==> src/pkg/sfd_pkg.sv <==
package sfd_pkg;

  // ************************************************************
  // Frame geometry
  // ************************************************************
  localparam int ADDR_W   = 5;
  localparam int FUNC_W   = 5;
  localparam int HDR_W    = ADDR_W + FUNC_W;
  localparam int MASK_W   = 68;
  localparam int DAC_W    = 14;
  localparam int MODE_W   = 2;
  localparam int TAG_W    = 2;
  localparam int NCHAN    = 64;
  localparam int NBUF     = 4;
  localparam int CNT_W    = 7;
  localparam int GRP_W    = 16;
  localparam int EVT_HDR  = 3;
  localparam int DAC_HALF = 7;

  localparam logic [CNT_W-1:0] LEN_NONE = 7'h00;
  localparam logic [CNT_W-1:0] LEN_TAG  = 7'h02;
  localparam logic [CNT_W-1:0] LEN_LONG = 7'h44;

  localparam logic [ADDR_W-1:0] BCAST_ADDR = 5'h1f;

  // ************************************************************
  // Function codes
  // ************************************************************
  localparam logic [FUNC_W-1:0] FN_NOP       = 5'h00;
  localparam logic [FUNC_W-1:0] FN_RESET     = 5'h02;
  localparam logic [FUNC_W-1:0] FN_CAL       = 5'h03;
  localparam logic [FUNC_W-1:0] FN_READ_EVT  = 5'h04;
  localparam logic [FUNC_W-1:0] FN_LD_HIT    = 5'h08;
  localparam logic [FUNC_W-1:0] FN_LD_INJ    = 5'h09;
  localparam logic [FUNC_W-1:0] FN_LD_TRIG   = 5'h0a;
  localparam logic [FUNC_W-1:0] FN_LD_DAC    = 5'h0b;
  localparam logic [FUNC_W-1:0] FN_LD_MODE   = 5'h0c;
  localparam logic [FUNC_W-1:0] FN_RD_HIT    = 5'h10;
  localparam logic [FUNC_W-1:0] FN_RD_INJ    = 5'h11;
  localparam logic [FUNC_W-1:0] FN_RD_TRIG   = 5'h12;
  localparam logic [FUNC_W-1:0] FN_RD_DAC    = 5'h13;
  localparam logic [FUNC_W-1:0] FN_RD_MODE   = 5'h14;

  // ************************************************************
  // Register layout and reset values
  // ************************************************************
  localparam int MODE_DIR_BIT  = 1;
  localparam int MODE_MUTE_BIT = 0;
  localparam logic [MASK_W-1:0] MASK_RST = 68'h0;
  localparam logic [DAC_W-1:0]  DAC_RST  = 14'h0000;
  localparam logic [MODE_W-1:0] MODE_RST = 2'h0;

  typedef struct packed {
    logic [ADDR_W-1:0] addr;
    logic [FUNC_W-1:0] func;
    logic [MASK_W-1:0] data;
  } sfd_frame_t;

  typedef struct packed {
    logic bit_val;
    logic is_reg;
  } sfd_obit_t;

  // Data field length that a function code carries.
  function automatic logic [CNT_W-1:0] sfd_data_len(input logic [FUNC_W-1:0] f);
    sfd_data_len = LEN_NONE;
    if (f == FN_READ_EVT) begin
      sfd_data_len = LEN_TAG;
    end else if (f >= FN_LD_HIT && f <= FN_LD_MODE) begin
      sfd_data_len = LEN_LONG;
    end
  endfunction

  // Strips the four filler bits out of a mask, one filler after each group.
  function automatic logic [NCHAN-1:0] sfd_chan_map(input logic [MASK_W-1:0] m);
    sfd_chan_map = '0;
    for (int i = 0; i < NCHAN; i++) begin
      sfd_chan_map[i] = m[i + i / GRP_W];
    end
  endfunction

endpackage

==> src/rtl/sfd_frame_rx.sv <==
`timescale 1ns/100ps
module sfd_frame_rx
  import sfd_pkg::*;
(
  // Clock and reset
  input  wire logic   sys_clk,
  input  wire logic   rst,
  // Link pins
  input  wire logic   link_clk_pin,
  input  wire logic   cmd_pin,
  // Decoded frames
  output logic        link_rise,
  output logic        frame_valid,
  output sfd_frame_t  frame
);

  typedef enum logic [1:0] {RX_IDLE, RX_HDR, RX_DATA} sfd_rx_state_t;

  logic              clk_s1_q, clk_s2_q, clk_s3_q;
  logic              cmd_s1_q, cmd_s2_q;
  logic              rise;
  sfd_rx_state_t     state_q;
  logic [CNT_W-1:0]  cnt_q;
  logic [HDR_W-1:0]  hdr_q;
  logic [MASK_W-1:0] data_q;
  logic [FUNC_W-1:0] func_now;
  logic [CNT_W-1:0]  len_now;

  // ************************************************************
  // Pin synchronisers
  // ************************************************************
  always_ff @(posedge sys_clk) begin
    if (rst) begin
      clk_s1_q <= 1'b0;
      clk_s2_q <= 1'b0;
      clk_s3_q <= 1'b0;
      cmd_s1_q <= 1'b0;
      cmd_s2_q <= 1'b0;
    end else begin
      clk_s1_q <= link_clk_pin;
      clk_s2_q <= clk_s1_q;
      clk_s3_q <= clk_s2_q;
      cmd_s1_q <= cmd_pin;
      cmd_s2_q <= cmd_s1_q;
    end
  end

  assign rise     = clk_s2_q & ~clk_s3_q;
  assign func_now = {hdr_q[FUNC_W-2:0], cmd_s2_q};
  assign len_now  = sfd_data_len(func_now);

  // ************************************************************
  // Frame parser
  // ************************************************************
  always_ff @(posedge sys_clk) begin
    if (rst) begin
      state_q     <= RX_IDLE;
      cnt_q       <= '0;
      hdr_q       <= '0;
      data_q      <= '0;
      frame_valid <= 1'b0;
      frame       <= '0;
      link_rise   <= 1'b0;
    end else begin
      link_rise   <= rise;
      frame_valid <= 1'b0;
      if (rise) begin
        unique case (state_q)
          RX_IDLE: begin
            if (cmd_s2_q) begin
              state_q <= RX_HDR;
              cnt_q   <= CNT_W'(HDR_W - 1);
              data_q  <= '0;
            end
          end
          RX_HDR: begin
            hdr_q <= {hdr_q[HDR_W-2:0], cmd_s2_q};
            cnt_q <= cnt_q - 7'h01;
            if (cnt_q == '0) begin
              if (len_now == LEN_NONE) begin
                state_q     <= RX_IDLE;
                frame_valid <= 1'b1;
                frame       <= '{addr: hdr_q[HDR_W-2:FUNC_W-1], func: func_now, data: '0};
              end else begin
                state_q <= RX_DATA;
                cnt_q   <= len_now - 7'h01;
              end
            end
          end
          RX_DATA: begin
            data_q <= {data_q[MASK_W-2:0], cmd_s2_q};
            cnt_q  <= cnt_q - 7'h01;
            if (cnt_q == '0) begin
              state_q     <= RX_IDLE;
              frame_valid <= 1'b1;
              frame       <= '{addr: hdr_q[HDR_W-1:FUNC_W], func: hdr_q[FUNC_W-1:0],
                               data: {data_q[MASK_W-2:0], cmd_s2_q}};
            end
          end
        endcase
      end
    end
  end

endmodule

==> src/rtl/sfd_cmd_decoder.sv <==
`timescale 1ns/100ps
module sfd_cmd_decoder
  import sfd_pkg::*;
#(
  parameter int BUF_DEPTH = 2
)
(
  // Clock and reset
  input  wire logic                        sys_clk,
  input  wire logic                        rst,
  input  wire logic                        reset_pin,
  // Hard-wired chip address
  input  wire logic [ADDR_W-1:0]           chip_addr_pin,
  // Left and right controller links
  input  wire logic                        clk_left_pin,
  input  wire logic                        cmd_left_pin,
  input  wire logic                        clk_right_pin,
  input  wire logic                        cmd_right_pin,
  // Event buffers from the channel logic
  input  wire logic [NBUF-1:0][NCHAN-1:0]  event_buf_bits,
  // Register read-back pin
  output logic                             config_readback_pin_o,
  output logic                             config_readback_pin_oe,
  // Event data output
  output logic                             event_data_out,
  output logic                             event_data_valid,
  // Configuration to the analog side
  output logic [NCHAN-1:0]                 hit_enable,
  output logic [NCHAN-1:0]                 charge_inject,
  output logic [NCHAN-1:0]                 trigger_enable,
  output logic [DAC_HALF-1:0]              inject_level,
  output logic [DAC_HALF-1:0]              threshold_level,
  output logic                             readout_direction,
  output logic                             input_mute_bit,
  output logic                             cal_strobe
);

  typedef enum logic [1:0] {SQ_IDLE, SQ_SHIFT} sfd_seq_state_t;

  // ************************************************************
  // Pin synchronisers and reset
  // ************************************************************
  logic              rst_s1_q, rst_s2_q;
  logic [ADDR_W-1:0] addr_s1_q, addr_s2_q;
  logic              reset_cmd_q;
  logic              chip_rst;

  always_ff @(posedge sys_clk) begin
    if (rst) begin
      rst_s1_q  <= 1'b0;
      rst_s2_q  <= 1'b0;
      addr_s1_q <= '0;
      addr_s2_q <= '0;
    end else begin
      rst_s1_q  <= reset_pin;
      rst_s2_q  <= rst_s1_q;
      addr_s1_q <= chip_addr_pin;
      addr_s2_q <= addr_s1_q;
    end
  end

  assign chip_rst = rst | rst_s2_q | reset_cmd_q;

  // ************************************************************
  // Link receivers
  // ************************************************************
  logic [1:0]       rx_rise;
  logic [1:0]       rx_valid;
  sfd_frame_t [1:0] rx_frame;

  sfd_frame_rx u_rx_left (
    .sys_clk      (sys_clk),
    .rst          (chip_rst),
    .link_clk_pin (clk_left_pin),
    .cmd_pin      (cmd_left_pin),
    .link_rise    (rx_rise[0]),
    .frame_valid  (rx_valid[0]),
    .frame        (rx_frame[0])
  );

  sfd_frame_rx u_rx_right (
    .sys_clk      (sys_clk),
    .rst          (chip_rst),
    .link_clk_pin (clk_right_pin),
    .cmd_pin      (cmd_right_pin),
    .link_rise    (rx_rise[1]),
    .frame_valid  (rx_valid[1]),
    .frame        (rx_frame[1])
  );

  // ************************************************************
  // Address match and side selection
  // ************************************************************
  logic [MASK_W-1:0] hit_mask_q, inj_mask_q, trig_mask_q;
  logic [DAC_W-1:0]  dac_q;
  logic [MODE_W-1:0] mode_q;
  logic [1:0]        acc;
  logic              cmd_go;
  logic              cmd_side;
  sfd_frame_t        cmd;

  // The direction bit also chooses which controller this chip listens to, for all frames but broadcast mode loads (either side) and broadcast reads (dropped).
  always_comb begin
    acc = '0;
    for (int s = 0; s < 2; s++) begin
      if (rx_valid[s]) begin
        if (rx_frame[s].addr == addr_s2_q) begin
          acc[s] = (mode_q[MODE_DIR_BIT] == s[0]);
        end else if (rx_frame[s].addr == BCAST_ADDR) begin
          acc[s] = (mode_q[MODE_DIR_BIT] == s[0])
                 || (rx_frame[s].func == FN_LD_MODE);
          if (rx_frame[s].func >= FN_RD_HIT && rx_frame[s].func <= FN_RD_MODE) begin
            acc[s] = 1'b0;
          end
        end
      end
    end
    cmd_go   = |acc;
    cmd_side = ~acc[0];
    cmd      = acc[0] ? rx_frame[0] : rx_frame[1];
  end

  // ************************************************************
  // Command execution
  // ************************************************************
  always_ff @(posedge sys_clk) begin
    if (rst) begin
      reset_cmd_q <= 1'b0;
    end else begin
      reset_cmd_q <= cmd_go && (cmd.func == FN_RESET);
    end
  end

  always_ff @(posedge sys_clk) begin
    if (chip_rst) begin
      hit_mask_q  <= MASK_RST;
      inj_mask_q  <= MASK_RST;
      trig_mask_q <= MASK_RST;
      dac_q       <= DAC_RST;
      mode_q      <= MODE_RST;
      cal_strobe  <= 1'b0;
    end else begin
      cal_strobe <= cmd_go && (cmd.func == FN_CAL);
      if (cmd_go) begin
        // Filler bits are stored as sent.
        unique case (cmd.func)
          FN_LD_HIT:  hit_mask_q  <= cmd.data;
          FN_LD_INJ:  inj_mask_q  <= cmd.data;
          FN_LD_TRIG: trig_mask_q <= cmd.data;
          FN_LD_DAC:  dac_q       <= cmd.data[DAC_W-1:0];
          FN_LD_MODE: mode_q      <= cmd.data[MODE_W-1:0];
          default:    ;
        endcase
      end
    end
  end

  // ************************************************************
  // Configuration outputs
  // ************************************************************
  always_ff @(posedge sys_clk) begin
    if (chip_rst) begin
      hit_enable        <= '0;
      charge_inject     <= '0;
      trigger_enable    <= '0;
      inject_level      <= '0;
      threshold_level   <= '0;
      readout_direction <= 1'b0;
      input_mute_bit    <= 1'b0;
    end else begin
      hit_enable        <= sfd_chan_map(hit_mask_q);
      charge_inject     <= sfd_chan_map(inj_mask_q);
      trigger_enable    <= sfd_chan_map(trig_mask_q);
      inject_level      <= dac_q[DAC_W-1:DAC_HALF];
      threshold_level   <= dac_q[DAC_HALF-1:0];
      readout_direction <= mode_q[MODE_DIR_BIT];
      input_mute_bit    <= mode_q[MODE_MUTE_BIT];
    end
  end

  // ************************************************************
  // Output bit sequencer
  // ************************************************************
  sfd_seq_state_t    seq_q;
  logic [MASK_W-1:0] vec_q;
  logic [CNT_W-1:0]  left_q;
  logic              is_reg_q;
  logic              side_q;
  logic              push;
  logic              buf_ready;
  logic [NCHAN-1:0]  ev_bits;
  logic [NCHAN-1:0]  ev_ord;
  logic              ev_hit;
  logic [MASK_W-1:0] load_vec;
  logic              load_reg;
  logic              load_go;

  always_comb begin
    ev_bits = event_buf_bits[cmd.data[TAG_W-1:0]];
    ev_hit  = |ev_bits;
    for (int i = 0; i < NCHAN; i++) begin
      ev_ord[i] = mode_q[MODE_DIR_BIT] ? ev_bits[i] : ev_bits[NCHAN-1-i];
    end
    load_vec = '0;
    load_reg = 1'b1;
    load_go  = cmd_go && (seq_q == SQ_IDLE);
    unique case (cmd.func)
      FN_READ_EVT: begin
        load_vec = {cmd.data[TAG_W-1:0], ev_hit, ev_ord, 1'b0};
        load_reg = 1'b0;
      end
      FN_RD_HIT:  load_vec = hit_mask_q;
      FN_RD_INJ:  load_vec = inj_mask_q;
      FN_RD_TRIG: load_vec = trig_mask_q;
      FN_RD_DAC:  load_vec = {dac_q, {(MASK_W-DAC_W){1'b0}}};
      FN_RD_MODE: load_vec = {mode_q, {(MASK_W-MODE_W){1'b0}}};
      default:    load_go  = 1'b0;
    endcase
  end

  assign push = (seq_q == SQ_SHIFT) && buf_ready;

  always_ff @(posedge sys_clk) begin
    if (chip_rst) begin
      seq_q    <= SQ_IDLE;
      vec_q    <= '0;
      left_q   <= '0;
      is_reg_q <= 1'b0;
      side_q   <= 1'b0;
    end else begin
      unique case (seq_q)
        SQ_IDLE: begin
          if (load_go) begin
            seq_q    <= SQ_SHIFT;
            vec_q    <= load_vec;
            is_reg_q <= load_reg;
            side_q   <= cmd_side;
            if (!load_reg && !ev_hit) begin
              left_q <= CNT_W'(EVT_HDR);
            end else if (!load_reg) begin
              left_q <= CNT_W'(EVT_HDR + NCHAN);
            end else begin
              left_q <= LEN_LONG;
            end
          end
        end
        SQ_SHIFT: begin
          if (push) begin
            vec_q  <= {vec_q[MASK_W-2:0], 1'b0};
            left_q <= left_q - 7'h01;
            if (left_q == 7'h01) begin
              seq_q <= SQ_IDLE;
            end
          end
        end
      endcase
    end
  end

  // ************************************************************
  // Two-entry output buffer
  // ************************************************************
  sfd_obit_t                     buf_q [BUF_DEPTH];
  logic [$clog2(BUF_DEPTH)-1:0]  wr_q, rd_q;
  logic [$clog2(BUF_DEPTH):0]    cnt_q;
  logic                          buf_valid;
  logic                          pop;

  assign buf_ready = (cnt_q != BUF_DEPTH[$clog2(BUF_DEPTH):0]);
  assign buf_valid = (cnt_q != '0);
  assign pop       = buf_valid && rx_rise[side_q];

  always_ff @(posedge sys_clk) begin
    if (chip_rst) begin
      wr_q  <= '0;
      rd_q  <= '0;
      cnt_q <= '0;
    end else begin
      if (push) begin
        buf_q[wr_q] <= '{bit_val: vec_q[MASK_W-1], is_reg: is_reg_q};
        wr_q        <= wr_q + 1'b1;
      end
      if (pop) begin
        rd_q <= rd_q + 1'b1;
      end
      cnt_q <= cnt_q + {{$clog2(BUF_DEPTH){1'b0}}, push} - {{$clog2(BUF_DEPTH){1'b0}}, pop};
    end
  end

  // ************************************************************
  // Pin drivers, one bit per link clock edge
  // ************************************************************
  always_ff @(posedge sys_clk) begin
    if (chip_rst) begin
      config_readback_pin_o  <= 1'b0;
      config_readback_pin_oe <= 1'b0;
      event_data_out         <= 1'b0;
      event_data_valid       <= 1'b0;
    end else if (rx_rise[side_q]) begin
      config_readback_pin_o  <= pop && buf_q[rd_q].is_reg && buf_q[rd_q].bit_val;
      config_readback_pin_oe <= pop && buf_q[rd_q].is_reg;
      event_data_out         <= pop && !buf_q[rd_q].is_reg && buf_q[rd_q].bit_val;
      event_data_valid       <= pop && !buf_q[rd_q].is_reg;
    end
  end

endmodule

==> config.mk <==
export PLATFORM = sky130hd
export DESIGN_NAME = sfd_cmd_decoder
export DESIGN_NICKNAME = d
export VERILOG_FILES = /design/src/pkg/sfd_pkg.sv /design/src/rtl/sfd_frame_rx.sv /design/src/rtl/sfd_cmd_decoder.sv
export SDC_FILE = /design/constraint.sdc
export NUM_CORES = 2
export LEC_CHECK = 0
export BUFFER_PORTS_ARGS = -buffer_cell sky130_fd_sc_hd__clkbuf_2
export CORE_UTILIZATION = 24
export DETAILED_ROUTE_END_ITERATION = 10
export HOLD_SLACK_MARGIN = 0.08
export SYNTH_ARGS = -nofsm -noshare
export SYNTH_HDL_FRONTEND = slang
export SYNTH_SLANG_ARGS = --single-unit
==> constraint.sdc <==
create_clock -name sys_clk -period 4.72 [get_ports sys_clk]
set_clock_uncertainty 0.05 [all_clocks]
set_input_delay 0.708 -clock sys_clk [delete_from_list [all_inputs] [get_ports sys_clk]]
set_output_delay 0.708 -clock sys_clk [all_outputs]
set_load 0.02 [all_outputs]
Word-level counts from Yosys, hierarchy flattened
Memory sizes are Yosys's and may differ from the RTL's. A register that Yosys moved wholly into a read port is not among the register bits.
Cells that the tools add are included.
{"block": "word_totals", "mem_bits_rw": 4, "memories": 1, "out_inout_bits": 213, "inputBits": 268, "regBits": 871, "rom_bits": 0, "word_cells": 319, "latchBits": 0}
{"name": "buf_q", "words": 2, "word_bits": 2, "read_ports": 1, "rd_clocked_by_memory_dff": 1, "write_ports": 1, "line": "sfd_cmd_decoder.sv:263", "text": "sfd_obit_t buf_q [BUF_DEPTH];"}
{"block": "classes", "n_reduce_logical": 53, "n_div": 0, "n_mul": 0, "add_sub_neg": 9, "mux": 139, "bitwise_logic": 10, "magnitude_cmp": 10, "n_eq_ne": 39, "n_shift": 0}
{"operator": "78-bit 2-to-1 mux", "count": 6}
{"operator": "68-bit one-hot mux with 6 select lines", "count": 1}
{"operator": "78-bit one-hot mux with 2 select lines", "count": 2}
{"operator": "67-bit one-hot mux with 2 select lines", "count": 2}
{"operator": "68-bit 2-to-1 mux", "count": 2}
{"operator": "68-bit one-hot mux with 2 select lines", "count": 1}
{"operator": "67-bit 2-to-1 mux", "count": 2}
{"operator": "64-bit binary-select mux with 2-bit select", "count": 1}
{"operator": "7-bit 2-to-1 mux", "count": 13}
{"operator": "1-bit 2-to-1 mux", "count": 87}
{"operator": "73-bit 2-to-1 mux", "count": 1}
{"operator": "64-bit 2-to-1 mux", "count": 1}
{"operator": "64-bit OR reduction", "count": 1}
{"operator": "7-bit one-hot mux with 3 select lines", "count": 2}
{"operator": "5-bit by 4-bit == test with 1-bit output, second input constant", "count": 7}
{"operator": "5-bit == test, second input constant", "count": 7}
{"operator": "7-bit by 1-bit subtractor with 7-bit output, second input constant", "count": 5}
{"operator": "7-bit zero test", "count": 4}
{"operator": "2-bit 2-to-1 mux", "count": 11}
{"operator": "2-bit AND reduction", "count": 11}
{"operator": "2-bit by 1-bit != test with 1-bit output, second input constant", "count": 9}
{"operator": "5-bit by 3-bit == test with 1-bit output, second input constant", "count": 3}
{"operator": "1-bit logical AND", "count": 14}
{"operator": "7-bit one-hot mux with 2 select lines", "count": 1}
{"operator": "31 further kinds", "count": 66}

Depth between registers and ports, before layout
{"block": "depth", "depth_word": 15, "ltp_mapped": 13, "ltp_nobuf": 11}

By module
From an unflattened synthesis, not the netlist that was laid out.
{"block": "unflattened", "cells_unflattened": 3981, "hier_area_um2": 36869.1}
{"mod": "sfd_cmd_decoder", "n_inst": 1, "cells_each": 2663, "seq_area_each_um2": 10710.3, "area_each_um2": 24212.0}
{"mod": "sfd_frame_rx at u_rx_right", "n_inst": 1, "cells_each": 734, "seq_area_each_um2": 3423.3, "area_each_um2": 6598.8}
{"mod": "sfd_frame_rx at u_rx_left", "n_inst": 1, "cells_each": 584, "seq_area_each_um2": 3423.3, "area_each_um2": 6058.3}

Worst setup path after synthesis
No wires, ideal clock.
{"block": "synth_timing", "path_type": "input to register", "from": "in event_buf_bits[198] in the netlist's numbering", "to": "reg vec_q[65]", "path_slack_ps": 1534, "arrival_time_ps": 3012, "path_stages": 9, "setup_ps": 124, "n_path_buf": 0, "required_ps": 4546, "path_cell_list": "mux4_4 nor4_2 nand4_1 or4_1 o31a_2 a2111oi_4 nand3_2 nor4_1 nor3_1"}
{"block": "synth_via", "elab_chain_cells": 6}
{"item": "start: declaration", "line": "sfd_cmd_decoder.sv:20", "text": "input wire logic [NBUF-1:0][NCHAN-1:0] event_buf_bits,"}
{"item": "64-bit binary-select mux with 2-bit select", "line": "sfd_cmd_decoder.sv:199", "text": "ev_bits = event_buf_bits[cmd.data[TAG_W-1:0]];"}
{"item": "64-bit 2-to-1 mux (implied by the code)", "line": "sfd_cmd_decoder.sv:199"}
{"item": "64-bit OR reduction", "line": "sfd_cmd_decoder.sv:200", "text": "ev_hit = |ev_bits;"}
{"item": "68-bit one-hot mux with 6 select lines", "line": "sfd_cmd_decoder.sv:207", "text": "unique case (cmd.func)"}
{"item": "68-bit 2-to-1 mux", "line": "sfd_cmd_decoder.sv:233", "text": "if (load_go) begin"}
{"item": "68-bit one-hot mux with 2 select lines", "line": "sfd_cmd_decoder.sv:231", "text": "unique case (seq_q)"}
{"item": "end signal: assignment", "line": "sfd_cmd_decoder.sv:235", "text": "vec_q <= load_vec;"}
{"item": "end signal: assignment", "line": "sfd_cmd_decoder.sv:249", "text": "vec_q <= {vec_q[MASK_W-2:0], 1'b0};"}
{"item": "end: declaration", "line": "sfd_cmd_decoder.sv:185", "text": "logic [MASK_W-1:0] vec_q;"}
Every way passes these cells. The select of a mux whose other input is x is not followed.
A chain may end at the register's enable or synchronous reset.

Final worst setup path
{"block": "layout_timing", "from": "reg u_rx_left.frame[68] in the netlist's numbering", "to": "reg vec_q[2]"}
{"block": "layout_via", "elab_chain_cells": 13, "elab_cells_between_ends": 28, "cone_classes": "order compare: 2; eq/ne: 8; mux: 12; reduce/logical: 6"}
{"item": "start: declaration", "line": "sfd_frame_rx.sv:14", "text": "output sfd_frame_t frame"}
{"item": "start signal: assignment", "line": "sfd_frame_rx.sv:83", "text": "frame <= '{addr: hdr_q[HDR_W-2:FUNC_W-1], func: func_now, data: '0};"}
{"item": "start signal: assignment", "line": "sfd_frame_rx.sv:96", "text": "frame <= '{addr: hdr_q[HDR_W-1:FUNC_W], func: hdr_q[FUNC_W-1:0],"}
{"item": "5-bit greater-or-equal comparator (tied with other cells)", "line": "sfd_cmd_decoder.sv:112", "text": "if (rx_frame[s].func >= FN_RD_HIT && rx_frame[s].func <= FN_RD_MODE) begin"}
{"item": "1-bit logical AND or 1-bit logical OR (tied branches)", "line": "sfd_cmd_decoder.sv:112, sfd_cmd_decoder.sv:111"}
{"item": "1-bit 2-to-1 mux", "line": "sfd_cmd_decoder.sv:112"}
{"item": "1-bit 2-to-1 mux", "line": "sfd_cmd_decoder.sv:109", "text": "end else if (rx_frame[s].addr == BCAST_ADDR) begin"}
{"item": "1-bit 2-to-1 mux", "line": "sfd_cmd_decoder.sv:107", "text": "if (rx_frame[s].addr == addr_s2_q) begin"}
{"item": "1-bit 2-to-1 mux", "line": "sfd_cmd_decoder.sv:106", "text": "if (rx_valid[s]) begin"}
{"item": "73-bit 2-to-1 mux", "line": "sfd_cmd_decoder.sv:120", "text": "cmd = acc[0] ? rx_frame[0] : rx_frame[1];"}
{"item": "64-bit binary-select mux with 2-bit select", "line": "sfd_cmd_decoder.sv:199"}
{"item": "64-bit 2-to-1 mux (implied by the code)", "line": "sfd_cmd_decoder.sv:199"}
{"item": "1-bit 2-to-1 mux", "line": "sfd_cmd_decoder.sv:202", "text": "ev_ord[i] = mode_q[MODE_DIR_BIT] ? ev_bits[i] : ev_bits[NCHAN-1-i];"}
{"item": "68-bit one-hot mux with 6 select lines", "line": "sfd_cmd_decoder.sv:207"}
{"item": "68-bit 2-to-1 mux", "line": "sfd_cmd_decoder.sv:233"}
{"item": "68-bit one-hot mux with 2 select lines", "line": "sfd_cmd_decoder.sv:231"}
Parallel ways exist; a longest one is shown, timed or not. The select of a mux whose other input is x is not followed.

==> impl_metrics.env <==
export IMPL_yosys_most_used_dff="dfxtp_1"
export IMPL_synth_area_top_cells="dfxtp_1, mux4_2, a211oi_1, nor2_1, a21oi_1"
export IMPL_cp_max_fo=17
export IMPL_finalSetupViolCount=0
export IMPL_crit_type="reg2reg"
export IMPL_finalCritPeriodShare_pct=86.3
export IMPL_rsz0062_at_grt="no"
export IMPL_final_max_slew_violation_count=0
export IMPL_post_cts_buffers=0
export IMPL_vias_per_cell=5.10
export IMPL_yosysTopAreaCellShare_pct=46.5
export IMPL_h_tree_depth=3
export IMPL_endpoint="vec_q[2]"
export IMPL_tightestPinTransition_ns=1.43
export IMPL_power_density_nw_per_um2=340
export IMPL_status="finished, final reports clean"
export IMPL_synth_area_um2=37500
export IMPL_post_cts_resized=0
export IMPL_drt_iter0_drc=3519
export IMPL_crit_arrival_ns=4.55
export IMPL_seq_area_frac_synth_pct=46.8
export IMPL_yosys_area_top_type="dfxtp_1"
export IMPL_dieHeight_um=397
export IMPL_clock_path_buffers=3
export IMPL_portBuffers=480
export IMPL_clock_sinks=875
export IMPL_cts_hold_fix_buffers=0
export IMPL_fmax_mhz=245
export IMPL_hold_class="in2reg"
export IMPL_wl_per_cell_um=22.3
export IMPL_row_count=144
export IMPL_leakage_uw=0.0155
export IMPL_synth_edf_count=4
export IMPL_post_synth_cell_area_avg_um2=9.24
export IMPL_hold_viol_final=0
export IMPL_cts_tree="done"
export IMPL_nets=4663
export IMPL_timing_rr_end="vec_q[2]"
export IMPL_hold_start="cmd_right_pin"
export IMPL_first_pass_iters=7
export IMPL_numCtsBuffers=89
export IMPL_gp_congestion=0.929
export IMPL_synth_fp_nets=4335
export IMPL_synthToLayoutAreaGrowth_pct=21.1
export IMPL_ys_ff_latch=875
export IMPL_fp_dieW_um=397
export IMPL_grt_max_degree=173
export IMPL_clk_latency_ns=0.69
export IMPL_relSlewSlack_pct=4.74
export IMPL_core_region_area_um2=155000
export IMPL_critPathRequiredTime_ns=5.20
export IMPL_r2r_slack_ns=0.65
export IMPL_ant_nets=0
export IMPL_cpPeakStageDelay_ns=1.21
export IMPL_end_kind="flop"
export IMPL_max_cap_violations=0
export IMPL_yosysUniqueCellTypes=86
export IMPL_fin_util_pct=29.3
export IMPL_fin_crit_ns=4.07
export IMPL_initial_core_util_pct=24.2
export IMPL_io_pins=481
export IMPL_routed_wl_mm=145
export IMPL_clkSlewWorstSetupHoldPaths_ns=0.06
export IMPL_startpoint_type="flop"
export IMPL_max_vdd_ir_drop_mv=0.253
export IMPL_synth_async_reset_ratio_pct=0
export IMPL_slowest_stage="a222oi_1"
export IMPL_grt_pass1_vias=30813
export IMPL_yosys_warnings=0
export IMPL_timing_rr_start="u_rx_left.frame[68]"
export IMPL_syn_inst=4055
export IMPL_num_vias=33222
export IMPL_antenna_found_initial=25
export IMPL_worst_path_stages=10
export IMPL_track_usage_pct=17.5
export IMPL_drcViolationCount=0
export IMPL_grt_pass1_wl_mm=209
export IMPL_crit_start="u_rx_left.frame[68]"
export IMPL_layout_drive_gt1_share_pct=20.8
export IMPL_setup_tns_ns=0
export IMPL_hold_ws_ns=0.175
export IMPL_path_delay_family="compound AO/OA/AOI/OAI gates"
export IMPL_clockRootBuffer="clkbuf_16"
export IMPL_path_cells="o21ai_0 > a311oi_2 > a22oi_1 > o211ai_2 > a22oi_2 > buf_12 > buf_4 > a222oi_1 > a21boi_0 > o22ai_1"
export IMPL_die_area_um2=158000
export IMPL_reg2reg_depth=10
export IMPL_grt_overflow_total=0
export IMPL_hpwl_mm=105
export IMPL_critPathBufInv=2
==> state kept, by name, indices dropped and copies added (netlist names), 10 cells and up, named ones only <==
signal	cells
charge_inject	64
dac_q	14
hit_enable	64
hit_mask_q	68
inj_mask_q	68
trig_mask_q	68
trigger_enable	64
u_rx_left.data_q	67
u_rx_left.frame	78
u_rx_left.hdr_q	10
u_rx_right.data_q	67
u_rx_right.frame	78
u_rx_right.hdr_q	10
vec_q	68
==> per-layer routing <==
layer  global-route usage, %  vias to the layer above  part of all wire [%]
li1                        -                    15432                     -
met5                       0                        -                 0.096
met4                    7.80                       22                   4.1
met3                    3.26                      229                   7.1
met1                    23.1                    16177                    42
met2                    27.8                     1362                    46
==> synth_stat cells (all sizes together) (9+ instances only) <==
library cell and number:
a31oi 20, nand3 188, inv 40, o21ai 123, a222oi 53, a21boi 19, nor2 469, a21oi 346
nor4 26, nand2 298, nand4 12, xnor2 9, or2 13, o22ai 20, ha 12, mux2 26
a221oi 19, and3 26, o311ai 11, dfxtp 871, a22oi 180, mux2i 151, o31ai 9, and2 231
buf 116, mux4 98, or3 14, nor3 29, o221ai 12, nor2b 19, clkbuf 249, a211oi 259
==> kinds of logic (layout without fill, tap and decap cells) <==
group                      after synthesis  count (layout)  share of synthesized area, %
adders and majority gates               12              12                         0.401
DFF                                    875             875                          46.8
AOI/OAI and AO/OA                     1122            1122                          20.1
xor gates and xnor gates                17              17                         0.397
buffers and inverters                  405             803                          4.56
and+or+nand+nor                       1349            1349                          16.9
muxes                                  275             275                          10.8
other                                    0              21                             0
==> where the power goes <==
group | switching [uW] | leakage, uW | internal [uW]
sequential | 5.17 | 0.00706 | 7400
combinational | 383 | 0.00691 | 218
clock | 3050 | 0.00153 | 4350
total | 3440 | 0.0155 | 12000
==> cell type report <==
type	count	area (um2)
fill	16239	109000
tap	2044	2560
clock inverter	27	398
antenna	21	52.6
multi-input combinational	2775	18300
sequential	875	17600
timing repair buffer	602	3570
inverter	40	150
clock buffer	134	2730
==> worst min-delay path by stage <==
stage	end	cells past startpoint
after global placement	u_rx_left.clk_s2_q	1
after detailed placement	u_rx_right.cmd_s2_q	1
final	u_rx_right.cmd_s1_q	2
after CTS	u_rx_right.cmd_s1_q	2
after floorplan	u_rx_left.clk_s2_q	1
after global routing	u_rx_right.cmd_s1_q	2
==> per-stage QoR <==
step	total power, uW	cell area, um2	worst slack (ns)	std cells
after global placement	8150	42200	0.777	6336
after global routing	15900	45300	0.450	6509
after floorplan	7870	37500	1.53	4055
after detailed placement	8160	42200	0.760	6336
after CTS	15500	45300	0.747	6497
final	15400	45400	0.646	6518
==> worst reg2reg max path, cell delays in order (launching register included) <==
cell and delay, ns:
dfxtp_1 0.43, o21ai_0 0.15, a311oi_2 0.34, a22oi_1 0.34, o211ai_2 0.46, a22oi_2 0.17
buf_12 0.19, buf_4 0.23, a222oi_1 1.21, a21boi_0 0.27, o22ai_1 0.09
==> cells in the final DEF (no fill, tap or decap), types with 17 or more instances in the layout <==
cell         n
nand3_1    186
dfxtp_1    865
and3_1      25
clkbuf_8    27
diode_2     21
nor3_1      25
o22ai_1     20
a211oi_1   259
o21ai_1     17
buf_12      20
clkbuf_16   92
a21oi_1    344
mux2i_1    150
and2_1     231
a221oi_1    19
inv_1       39
a22oi_1    177
mux2_2      26
clkbuf_2   480
a31oi_1     19
mux4_2      88
buf_4      102
nor2_1     466
nor4_1      23
a222oi_1    53
nand2_1    297
o21ai_0    102
nor2b_1     18
No activity file was read; power rests on OpenSTA's default activity.
